==> src/bacp_pkg.sv <==
// constants shared by the buffer address and color packer
package bacp_pkg;
    localparam int unsigned COORD_W = 12;
    localparam int unsigned ADDR_W = 24;
    localparam int unsigned BYTE_ADDR_W = 26;
    localparam int unsigned PP_W = 3;
    localparam int unsigned WIDTH_W = 12;

    // apb register byte offsets
    localparam logic [7:0] REG_DEPTH_READ_CONTROL = 8'h00;
    localparam logic [7:0] REG_DEPTH_WINDOW_BASE = 8'h04;
    localparam logic [7:0] REG_DEPTH_COPY_OFFSET = 8'h08;
    localparam logic [7:0] REG_DEPTH_LAYOUT = 8'h0c;
    localparam logic [7:0] REG_COLOR_READ_CONTROL = 8'h10;
    localparam logic [7:0] REG_COLOR_WINDOW_BASE = 8'h14;
    localparam logic [7:0] REG_COLOR_COPY_OFFSET = 8'h18;
    localparam logic [7:0] REG_COLOR_PIXEL_SHIFT = 8'h1c;
    localparam logic [7:0] REG_COLOR_FORMAT = 8'h20;
    localparam logic [7:0] REG_STATUS = 8'h24;

    // read control fields (depth and color alike)
    localparam int unsigned RC_TERM_A_LSB = 0;
    localparam int unsigned RC_TERM_B_LSB = 3;
    localparam int unsigned RC_TERM_C_LSB = 6;
    localparam int unsigned RC_ORIGIN_BIT = 9;
    localparam int unsigned RC_PATCH_BIT = 10;
    localparam int unsigned RC_SUBPATCH_BIT = 11;
    // depth layout fields
    localparam int unsigned DL_DEPTH16_BIT = 0;
    localparam int unsigned DL_STENCIL_BIT = 1;
    // color format fields
    localparam int unsigned CF_FMT_LSB = 0;
    localparam int unsigned CF_FMT_W = 5;
    localparam int unsigned CF_ORDER_BIT = 5;
    localparam int unsigned CF_PIX32_BIT = 6;
    localparam int unsigned CF_RAW_BIT = 7;

    localparam logic [31:0] RESET_READ_CONTROL = 32'h0000_0000;
    localparam logic [31:0] RESET_DEPTH_LAYOUT = 32'h0000_0001;
    localparam logic [31:0] RESET_COLOR_FORMAT = 32'h0000_0000;
    localparam logic [7:0] OFFSET_BIAS = 8'h40;
    localparam int unsigned STENCIL_POS = 15;

    // framebuffer format codes
    localparam logic [4:0] FMT_8888 = 5'h00;
    localparam logic [4:0] FMT_5551_F = 5'h01;
    localparam logic [4:0] FMT_4444 = 5'h02;
    localparam logic [4:0] FMT_332_F = 5'h05;
    localparam logic [4:0] FMT_332_B = 5'h06;
    localparam logic [4:0] FMT_2321_F = 5'h09;
    localparam logic [4:0] FMT_2321_B = 5'h0a;
    localparam logic [4:0] FMT_232_FO = 5'h0b;
    localparam logic [4:0] FMT_232_BO = 5'h0c;
    localparam logic [4:0] FMT_5551_B = 5'h0d;
    localparam logic [4:0] FMT_CI8 = 5'h0e;
    localparam logic [4:0] FMT_565_F = 5'h10;
    localparam logic [4:0] FMT_565_B = 5'h11;
endpackage : bacp_pkg

==> src/bacp_addr_gen.sv <==
// one buffer's pixel and byte address generator, one registered stage
`timescale 1ns/1ps
`default_nettype none
module bacp_addr_gen
(
    input wire logic core_clk_i,
    input wire logic arst_n_i,
    input wire logic valid_i,
    input wire logic [bacp_pkg::COORD_W-1:0] x_i,
    input wire logic [bacp_pkg::COORD_W-1:0] y_i,
    input wire logic [bacp_pkg::PP_W-1:0] term_a_i,
    input wire logic [bacp_pkg::PP_W-1:0] term_b_i,
    input wire logic [bacp_pkg::PP_W-1:0] term_c_i,
    input wire logic origin_select_i,
    input wire logic [bacp_pkg::ADDR_W-1:0] window_base_i,
    input wire logic [bacp_pkg::ADDR_W-1:0] copy_offset_i,
    input wire logic [bacp_pkg::ADDR_W-1:0] pixel_shift_i,
    input wire logic [1:0] bytes_log2_i,
    output logic [bacp_pkg::BYTE_ADDR_W-1:0] dst_addr_o,
    output logic [bacp_pkg::BYTE_ADDR_W-1:0] src_addr_o
);
    import bacp_pkg::*;

    // partial product term: zero selects nothing, k selects 2^(k+3)
    function automatic logic [WIDTH_W-1:0] term(input logic [PP_W-1:0] sel);
        logic [WIDTH_W-1:0] r;
        r = '0;
        if (sel != 3'h0)
        begin
            r = WIDTH_W'(12'h008 << sel);
        end
        return r;
    endfunction : term

    logic [WIDTH_W-1:0] width;
    logic [ADDR_W-1:0] row;
    logic [ADDR_W-1:0] dst_pix;
    logic [ADDR_W-1:0] src_pix;

    assign width = WIDTH_W'(term(term_a_i) + term(term_b_i) + term(term_c_i));
    // widen before the product so high rows keep their upper bits
    assign row = ADDR_W'(y_i) * ADDR_W'(width);

    always_comb
    begin
        if (origin_select_i)
        begin
            dst_pix = ADDR_W'(window_base_i + row + ADDR_W'(x_i) + pixel_shift_i);
        end
        else
        begin
            dst_pix = ADDR_W'(window_base_i - row + ADDR_W'(x_i) + pixel_shift_i);
        end
        src_pix = ADDR_W'(dst_pix + copy_offset_i);
    end

    always_ff @(posedge core_clk_i or negedge arst_n_i)
    begin
        if (!arst_n_i)
        begin
            dst_addr_o <= '0;
            src_addr_o <= '0;
        end
        else if (valid_i)
        begin
            dst_addr_o <= BYTE_ADDR_W'({2'b00, dst_pix} << bytes_log2_i);
            src_addr_o <= BYTE_ADDR_W'({2'b00, src_pix} << bytes_log2_i);
        end
    end
endmodule : bacp_addr_gen
`default_nettype wire

==> src/bacp_color_pack.sv <==
// packs internal 8-bit rgba into the framebuffer word, one registered stage
`timescale 1ns/1ps
`default_nettype none
module bacp_color_pack
(
    input wire logic core_clk_i,
    input wire logic arst_n_i,
    input wire logic valid_i,
    input wire logic [31:0] color_i,
    input wire logic [4:0] format_i,
    input wire logic channel_order_bit_i,
    input wire logic pix32_i,
    input wire logic raw_i,
    output logic [31:0] word_o,
    output logic [3:0] byte_en_o,
    output logic format_bad_o
);
    import bacp_pkg::*;

    logic [7:0] r;
    logic [7:0] g;
    logic [7:0] b;
    logic [7:0] a;
    logic [15:0] h16;
    logic [7:0] v8;
    logic [31:0] packed_w;
    logic bad;

    // order bit swaps red and blue
    assign r = channel_order_bit_i ? color_i[23:16] : color_i[7:0];
    assign b = channel_order_bit_i ? color_i[7:0] : color_i[23:16];
    assign g = color_i[15:8];
    assign a = color_i[31:24];

    always_comb
    begin
        h16 = '0;
        v8 = '0;
        bad = 1'b0;
        packed_w = '0;
        unique case (format_i)
            FMT_8888: packed_w = {a, b, g, r};
            FMT_5551_F, FMT_5551_B: h16 = {a[7], b[7:3], g[7:3], r[7:3]};
            FMT_4444: h16 = {a[7:4], b[7:4], g[7:4], r[7:4]};
            FMT_565_F, FMT_565_B: h16 = {b[7:3], g[7:2], r[7:3]};
            FMT_332_F, FMT_332_B: v8 = {b[7:6], g[7:5], r[7:5]};
            FMT_2321_F, FMT_2321_B: v8 = {a[7], b[7:6], g[7:5], r[7:6]};
            FMT_232_FO, FMT_232_BO: v8 = 8'({1'b0, b[7:6], g[7:5], r[7:6]} + OFFSET_BIAS);
            FMT_CI8: v8 = r;
            default: bad = 1'b1;
        endcase
        if (v8 != 8'h00 || format_i inside {FMT_332_F, FMT_332_B, FMT_2321_F, FMT_2321_B,
                                           FMT_232_FO, FMT_232_BO, FMT_CI8})
        begin
            packed_w = {4{v8}};
        end
        if (format_i inside {FMT_5551_F, FMT_5551_B, FMT_4444, FMT_565_F, FMT_565_B})
        begin
            packed_w = {2{h16}};
        end
        if (raw_i)
        begin
            packed_w = color_i;
            bad = 1'b0;
        end
    end

    always_ff @(posedge core_clk_i or negedge arst_n_i)
    begin
        if (!arst_n_i)
        begin
            word_o <= '0;
            byte_en_o <= '0;
            format_bad_o <= 1'b0;
        end
        else if (valid_i)
        begin
            word_o <= packed_w;
            byte_en_o <= (pix32_i || raw_i) ? 4'hf : 4'h3;
            format_bad_o <= bad;
        end
    end
endmodule : bacp_color_pack
`default_nettype wire

==> src/bacp_top.sv <==
// buffer address and color packer: apb registers, two address units, packer
`timescale 1ns/1ps
`default_nettype none
module bacp_top
(
    input wire logic core_clk_i,
    input wire logic arst_n_i,
    input wire logic psel_i,
    input wire logic penable_i,
    input wire logic pwrite_i,
    input wire logic [7:0] paddr_i,
    input wire logic [31:0] pwdata_i,
    output logic [31:0] prdata_o,
    output logic pready_o,
    output logic pslverr_o,
    input wire logic pix_valid_i,
    input wire logic [bacp_pkg::COORD_W-1:0] pix_x_i,
    input wire logic [bacp_pkg::COORD_W-1:0] pix_y_i,
    input wire logic [31:0] pix_color_i,
    input wire logic [15:0] pix_depth_i,
    input wire logic pix_stencil_i,
    output logic out_valid_o,
    output logic [bacp_pkg::BYTE_ADDR_W-1:0] depth_dst_addr_o,
    output logic [bacp_pkg::BYTE_ADDR_W-1:0] depth_src_addr_o,
    output logic [15:0] depth_word_o,
    output logic [bacp_pkg::BYTE_ADDR_W-1:0] color_dst_addr_o,
    output logic [bacp_pkg::BYTE_ADDR_W-1:0] color_src_addr_o,
    output logic [31:0] color_word_o,
    output logic [3:0] color_byte_en_o,
    output logic depth_patched_o,
    output logic color_patched_o,
    output logic color_subpatched_o
);
    import bacp_pkg::*;

    logic [31:0] depth_read_control_q;
    logic [ADDR_W-1:0] depth_window_base_q;
    logic [ADDR_W-1:0] depth_copy_offset_q;
    logic [31:0] depth_layout_q;
    logic [31:0] color_read_control_q;
    logic [ADDR_W-1:0] color_window_base_q;
    logic [ADDR_W-1:0] color_copy_offset_q;
    logic [ADDR_W-1:0] color_pixel_shift_q;
    logic [31:0] color_format_q;
    logic format_bad;
    logic sticky_bad_q;
    logic wr_en;
    logic rd_ok;
    logic [1:0] color_bytes_log2;

    // single-cycle access phase: pready always high
    assign pready_o = 1'b1;
    assign wr_en = psel_i && penable_i && pwrite_i;

    always_comb
    begin
        rd_ok = 1'b1;
        prdata_o = 32'h0;
        unique case (paddr_i)
            REG_DEPTH_READ_CONTROL: prdata_o = depth_read_control_q;
            REG_DEPTH_WINDOW_BASE: prdata_o = {8'h00, depth_window_base_q};
            REG_DEPTH_COPY_OFFSET: prdata_o = {8'h00, depth_copy_offset_q};
            REG_DEPTH_LAYOUT: prdata_o = depth_layout_q;
            REG_COLOR_READ_CONTROL: prdata_o = color_read_control_q;
            REG_COLOR_WINDOW_BASE: prdata_o = {8'h00, color_window_base_q};
            REG_COLOR_COPY_OFFSET: prdata_o = {8'h00, color_copy_offset_q};
            REG_COLOR_PIXEL_SHIFT: prdata_o = {8'h00, color_pixel_shift_q};
            REG_COLOR_FORMAT: prdata_o = color_format_q;
            REG_STATUS: prdata_o = {31'h0, sticky_bad_q};
            default: rd_ok = 1'b0;
        endcase
    end
    // unmapped addresses answer with an error
    assign pslverr_o = psel_i && penable_i && !rd_ok;

    always_ff @(posedge core_clk_i or negedge arst_n_i)
    begin
        if (!arst_n_i)
        begin
            depth_read_control_q <= RESET_READ_CONTROL;
            depth_window_base_q <= '0;
            depth_copy_offset_q <= '0;
            depth_layout_q <= RESET_DEPTH_LAYOUT;
            color_read_control_q <= RESET_READ_CONTROL;
            color_window_base_q <= '0;
            color_copy_offset_q <= '0;
            color_pixel_shift_q <= '0;
            color_format_q <= RESET_COLOR_FORMAT;
        end
        else if (wr_en)
        begin
            unique case (paddr_i)
                REG_DEPTH_READ_CONTROL: depth_read_control_q <= {20'h0, pwdata_i[11:0]};
                REG_DEPTH_WINDOW_BASE: depth_window_base_q <= pwdata_i[ADDR_W-1:0];
                REG_DEPTH_COPY_OFFSET: depth_copy_offset_q <= pwdata_i[ADDR_W-1:0];
                REG_DEPTH_LAYOUT: depth_layout_q <= {30'h0, pwdata_i[1:0]};
                REG_COLOR_READ_CONTROL: color_read_control_q <= {20'h0, pwdata_i[11:0]};
                REG_COLOR_WINDOW_BASE: color_window_base_q <= pwdata_i[ADDR_W-1:0];
                REG_COLOR_COPY_OFFSET: color_copy_offset_q <= pwdata_i[ADDR_W-1:0];
                REG_COLOR_PIXEL_SHIFT: color_pixel_shift_q <= pwdata_i[ADDR_W-1:0];
                REG_COLOR_FORMAT: color_format_q <= {24'h0, pwdata_i[7:0]};
                default: ;
            endcase
        end
    end

    // sticky flag: a new bad pixel wins over a software clear
    always_ff @(posedge core_clk_i or negedge arst_n_i)
    begin
        if (!arst_n_i)
        begin
            sticky_bad_q <= 1'b0;
        end
        else if (out_valid_o && format_bad)
        begin
            sticky_bad_q <= 1'b1;
        end
        else if (wr_en && paddr_i == REG_STATUS && pwdata_i[0])
        begin
            sticky_bad_q <= 1'b0;
        end
    end

    assign depth_patched_o = depth_read_control_q[RC_PATCH_BIT];
    assign color_patched_o = color_read_control_q[RC_PATCH_BIT];
    assign color_subpatched_o = color_read_control_q[RC_SUBPATCH_BIT];

    // bytes per pixel from size bit
    assign color_bytes_log2 = color_format_q[CF_PIX32_BIT] ? 2'd2 : 2'd1;

    bacp_addr_gen u_depth_addr
    (
        .core_clk_i(core_clk_i),
        .arst_n_i(arst_n_i),
        .valid_i(pix_valid_i),
        .x_i(pix_x_i),
        .y_i(pix_y_i),
        .term_a_i(depth_read_control_q[RC_TERM_A_LSB +: PP_W]),
        .term_b_i(depth_read_control_q[RC_TERM_B_LSB +: PP_W]),
        .term_c_i(depth_read_control_q[RC_TERM_C_LSB +: PP_W]),
        .origin_select_i(depth_read_control_q[RC_ORIGIN_BIT]),
        .window_base_i(depth_window_base_q),
        .copy_offset_i(depth_copy_offset_q),
        .pixel_shift_i('0),
        .bytes_log2_i(2'd1),
        .dst_addr_o(depth_dst_addr_o),
        .src_addr_o(depth_src_addr_o)
    );

    bacp_addr_gen u_color_addr
    (
        .core_clk_i(core_clk_i),
        .arst_n_i(arst_n_i),
        .valid_i(pix_valid_i),
        .x_i(pix_x_i),
        .y_i(pix_y_i),
        .term_a_i(color_read_control_q[RC_TERM_A_LSB +: PP_W]),
        .term_b_i(color_read_control_q[RC_TERM_B_LSB +: PP_W]),
        .term_c_i(color_read_control_q[RC_TERM_C_LSB +: PP_W]),
        .origin_select_i(color_read_control_q[RC_ORIGIN_BIT]),
        .window_base_i(color_window_base_q),
        .copy_offset_i(color_copy_offset_q),
        .pixel_shift_i(color_pixel_shift_q),
        .bytes_log2_i(color_bytes_log2),
        .dst_addr_o(color_dst_addr_o),
        .src_addr_o(color_src_addr_o)
    );

    bacp_color_pack u_pack
    (
        .core_clk_i(core_clk_i),
        .arst_n_i(arst_n_i),
        .valid_i(pix_valid_i),
        .color_i(pix_color_i),
        .format_i(color_format_q[CF_FMT_LSB +: CF_FMT_W]),
        .channel_order_bit_i(color_format_q[CF_ORDER_BIT]),
        .pix32_i(color_format_q[CF_PIX32_BIT]),
        .raw_i(color_format_q[CF_RAW_BIT]),
        .word_o(color_word_o),
        .byte_en_o(color_byte_en_o),
        .format_bad_o(format_bad)
    );

    always_ff @(posedge core_clk_i or negedge arst_n_i)
    begin
        if (!arst_n_i)
        begin
            out_valid_o <= 1'b0;
            depth_word_o <= '0;
        end
        else
        begin
            out_valid_o <= pix_valid_i;
            if (pix_valid_i)
            begin
                if (depth_layout_q[DL_STENCIL_BIT])
                begin
                    depth_word_o <= {pix_stencil_i, pix_depth_i[14:0]};
                end
                else if (depth_layout_q[DL_DEPTH16_BIT])
                begin
                    depth_word_o <= pix_depth_i;
                end
                else
                begin
                    depth_word_o <= {1'b0, pix_depth_i[14:0]};
                end
            end
        end
    end
endmodule : bacp_top
`default_nettype wire

==> config.mk <==
export PLATFORM = sky130hd
export DESIGN_NAME = bacp_top
export DESIGN_NICKNAME = d
export VERILOG_FILES = /design/src/bacp_pkg.sv /design/src/bacp_addr_gen.sv /design/src/bacp_color_pack.sv /design/src/bacp_top.sv
export SDC_FILE = /design/constraint.sdc
export NUM_CORES = 1
export LEC_CHECK = 0
export ABC_AREA = 1
export BUFFER_PORTS_ARGS = -buffer_cell sky130_fd_sc_hd__buf_2
export CAP_MARGIN = 20
export CELL_PAD_IN_SITES_DETAIL_PLACEMENT = 1
export CELL_PAD_IN_SITES_GLOBAL_PLACEMENT = 1
export CORE_UTILIZATION = 44
export CTS_CLUSTER_SIZE = 30
export DETAILED_ROUTE_END_ITERATION = 12
export HOLD_SLACK_MARGIN = 0.03
export PLACE_DENSITY = 0.8
export SYNTH_ARGS = -nofsm -noshare
export SYNTH_HDL_FRONTEND = slang
export SYNTH_SLANG_ARGS = --single-unit
==> constraint.sdc <==
create_clock -name core_clk_i -period 25.5 [get_ports core_clk_i]
set_input_delay 1.275 -clock core_clk_i [delete_from_list [all_inputs] [get_ports core_clk_i]]
set_output_delay 1.275 -clock core_clk_i [all_outputs]
set_load 0.005 [all_outputs]
==> flow_summary.json <==
{
  "status": "finished clean",
  "crit_top_cell": "nand2_1",
  "fillers": 9260,
  "die_w_um": 271,
  "postCtsHoldBufs": 0,
  "grt_start_max_net_pins": 106,
  "regMostFlops": "u_pack.word_o",
  "dieHeight_um": 271,
  "gr-usage-all-layers_pct": 32.6,
  "yosys-top-cells-area": "dfrtp_1 (24%), fa_1 (14%), ha_1 (13%)",
  "numCtsBuffers": 34,
  "synth_edf_count": 0,
  "path_class": "flip-flop to flip-flop",
  "core_area_um2": 71600,
  "synth_top_area_share_pct": 24.0,
  "reg_top3": "u_pack.word_o x32, u_color_addr.dst_addr_o x26, u_color_addr.src_addr_o x26",
  "clk_path_buf_depth": 3,
  "yosys.cell_types.count": 61,
  "grt_overflow_total": 0,
  "postCtsResizedCells": 0,
  "vdd_drop_max_uv": 39.9,
  "cp_max_fo": 8,
  "worstHoldPathCells": 2,
  "core.rowCount": 98,
  "p_leak_nw": 19.0,
  "top_layer": "met5",
  "place_hpwl_um": 98100,
  "antenna_found_initial": 11,
  "clk_latency_ps": 540,
  "root_buffer": "clkbuf_16",
  "drc": 0,
  "max_slew_margin_pct": 25.1,
  "cp.required_ps": 25940,
  "final_layout_size_suffix_gt1_share_pct": 9.77,
  "max_freq_mhz": 82.6,
  "met2_length_um": 57100,
  "gp_routability_congestion": 0.944,
  "start_util_pct": 44.6,
  "period_needed_ps": 12110,
  "dr.pass1.iters": 5,
  "final_util_pct": 49.3,
  "arrival_ps": 12550,
  "hp-class": "flip-flop to flip-flop",
  "p_per_area_nw_per_um2": 47.8,
  "yosys-top-cells-count": "nand2_1 (1033), inv_1 (726), o21ai_0 (342), ha_1 (328), dfrtp_1 (306)",
  "report.final.slew_viol_count": 0,
  "vias_per_cell": 5.61,
  "netlist_area_um2": 31900,
  "ios": 313,
  "wl_met1_um": 51600,
  "rsz0062_at_grt": "no",
  "largest_reg_flops": 32,
  "area_growth_pct": 10.7,
  "endpoint_kind": "flip-flop",
  "io_buffers": 291,
  "synth_seq_cells": 307,
  "first_global_vias": 32100,
  "async_reset_ff_share_pct": 100,
  "layout.nets": 5176,
  "ant_nets": 0,
  "drt_iter0_markers": 2239,
  "clock_sinks": 307,
  "syn_inst": 4288,
  "ys_warn_count": 0,
  "hold_viol": 0,
  "grt_pass1_wl_um": 186000,
  "wl_per_cell_um": 22.0,
  "postCtsSetupBuffers": 0,
  "wl_um": 121000,
  "setup_viol": 0,
  "dr_wl_met3_um": 7390,
  "synth_most_common_cell": "nand2_1",
  "h-tree-depth": 2,
  "cts_tree": "built",
  "crit_path_max_incr_delay_ps": 580,
  "finalCritPeriodShare_pct": 47.5,
  "finClkSkew_ps": 16.7,
  "tns_ps": 0,
  "maxCapViolations": 0,
  "critPathLaunchType": "flip-flop",
  "r2r_cells": 58,
  "vias": 30800,
  "yosysSeqAreaShare_pct": 24.1,
  "worstMarginPinSlew_ps": 1120,
  "crit_slowest_cell": "fa_1",
  "yosysTopAreaCell": "dfrtp_1",
  "synth_flop_cell": "dfrtp_1",
  "avgSynthCellArea_um2": 7.44,
  "clkTransAtPathRegs_ps": 70,
  "die_area_um2": 73600
}
## through the flow
stage | hold WS, ps | instances | cell area (um^2) | total power [mW] | worst slack, ps
final | 464 | 5486 | 35300 | 1.69 | 13390
after global routing | 487 | 5486 | 35300 | 1.78 | 12580
after CTS | 470 | 5483 | 35300 | 1.69 | 13360
after detailed placement | 454 | 5425 | 34200 | 1.16 | 13450
after global placement | 450 | 5425 | 34200 | 1.14 | 13550
after floorplan | 451 | 4299 | 32000 | 0.929 | 15770
## final timing paths
path,to,startpoint,slack (ps)
min,depth_word_o[14]$_DFFE_PN0P_,depth_word_o[14]$_DFFE_PN0P_,460
max reg2reg,u_color_addr.src_addr_o[25]$_DFFE_PN0P_,color_read_control_q[1]$_DFFE_PN0P_,13390
min in group asynchronous,u_depth_addr.dst_addr_o[17]$_DFFE_PN0P_,arst_n_i,800
min reg2reg,depth_word_o[14]$_DFFE_PN0P_,depth_word_o[14]$_DFFE_PN0P_,460
max in group asynchronous,u_color_addr.src_addr_o[24]$_DFFE_PN0P_,arst_n_i,22460
max,u_color_addr.src_addr_o[25]$_DFFE_PN0P_,color_read_control_q[1]$_DFFE_PN0P_,13390
## cell families after synthesis
logic type / after synthesis / synth area share, %
XOR/XNOR: 71 / 1.95
AND/OR/NAND/NOR: 1626 / 21.2
AO/OA/AOI/OAI: 865 / 15.7
buffers and inverters: 871 / 10.6
multiplexers: 1 / 0.0314
other: 2 / 0.0235
adder cells (fa/ha/maj): 545 / 26.5
flip-flops: 307 / 24.1
## per-layer routing
| layer | GRT usage [%] | up-vias |
|---|---|---|
| met4 | 11.3 | 6 |
| met3 | 4.50 | 243 |
| met1 | 43.0 | 15300 |
| met5 | 0 | - |
| met2 | 54.7 | 933 |
| li1 | - | 14300 |
## worst max-delay path: cells and delay by family (launching register included)
family | cells | cell delay (ps)
flip-flops | 1 | 390
AND/OR/NAND/NOR | 29 | 3960
adder cells (fa/ha/maj) | 13 | 5280
XOR/XNOR | 2 | 740
AO/OA/AOI/OAI | 5 | 770
buffers and inverters | 9 | 800
## layout by cell type, fill, tap and decap left out, drive strengths merged, types with 195 or more instances in the layout
cell,n
fa,217
nor2,255
buf,311
ha,328
a21oi,282
nand3,195
nand2,1048
inv,732
o21ai,377
dfrtp,306
## final cells by class
type                    count  area (um^2)  share of cell area, %
multi-input cells        3121        20900                   59.2
flip-flops and latches    307         7680                   21.8
inverters                 737         2770                   7.85
repair buffers            311         1640                   4.63
well taps                 950         1190                   3.37
clock buffers              47          991                   2.81
clock inverters            11          141                  0.400
diodes                      2         5.00                 0.0142
## power by group
part           total, mW  internal [mW]  switching, mW
Clock              0.531          0.303          0.228
Sequential         0.576          0.539         0.0368
Combinational      0.581          0.196          0.385
No activity file was read; power rests on OpenSTA's default activity.
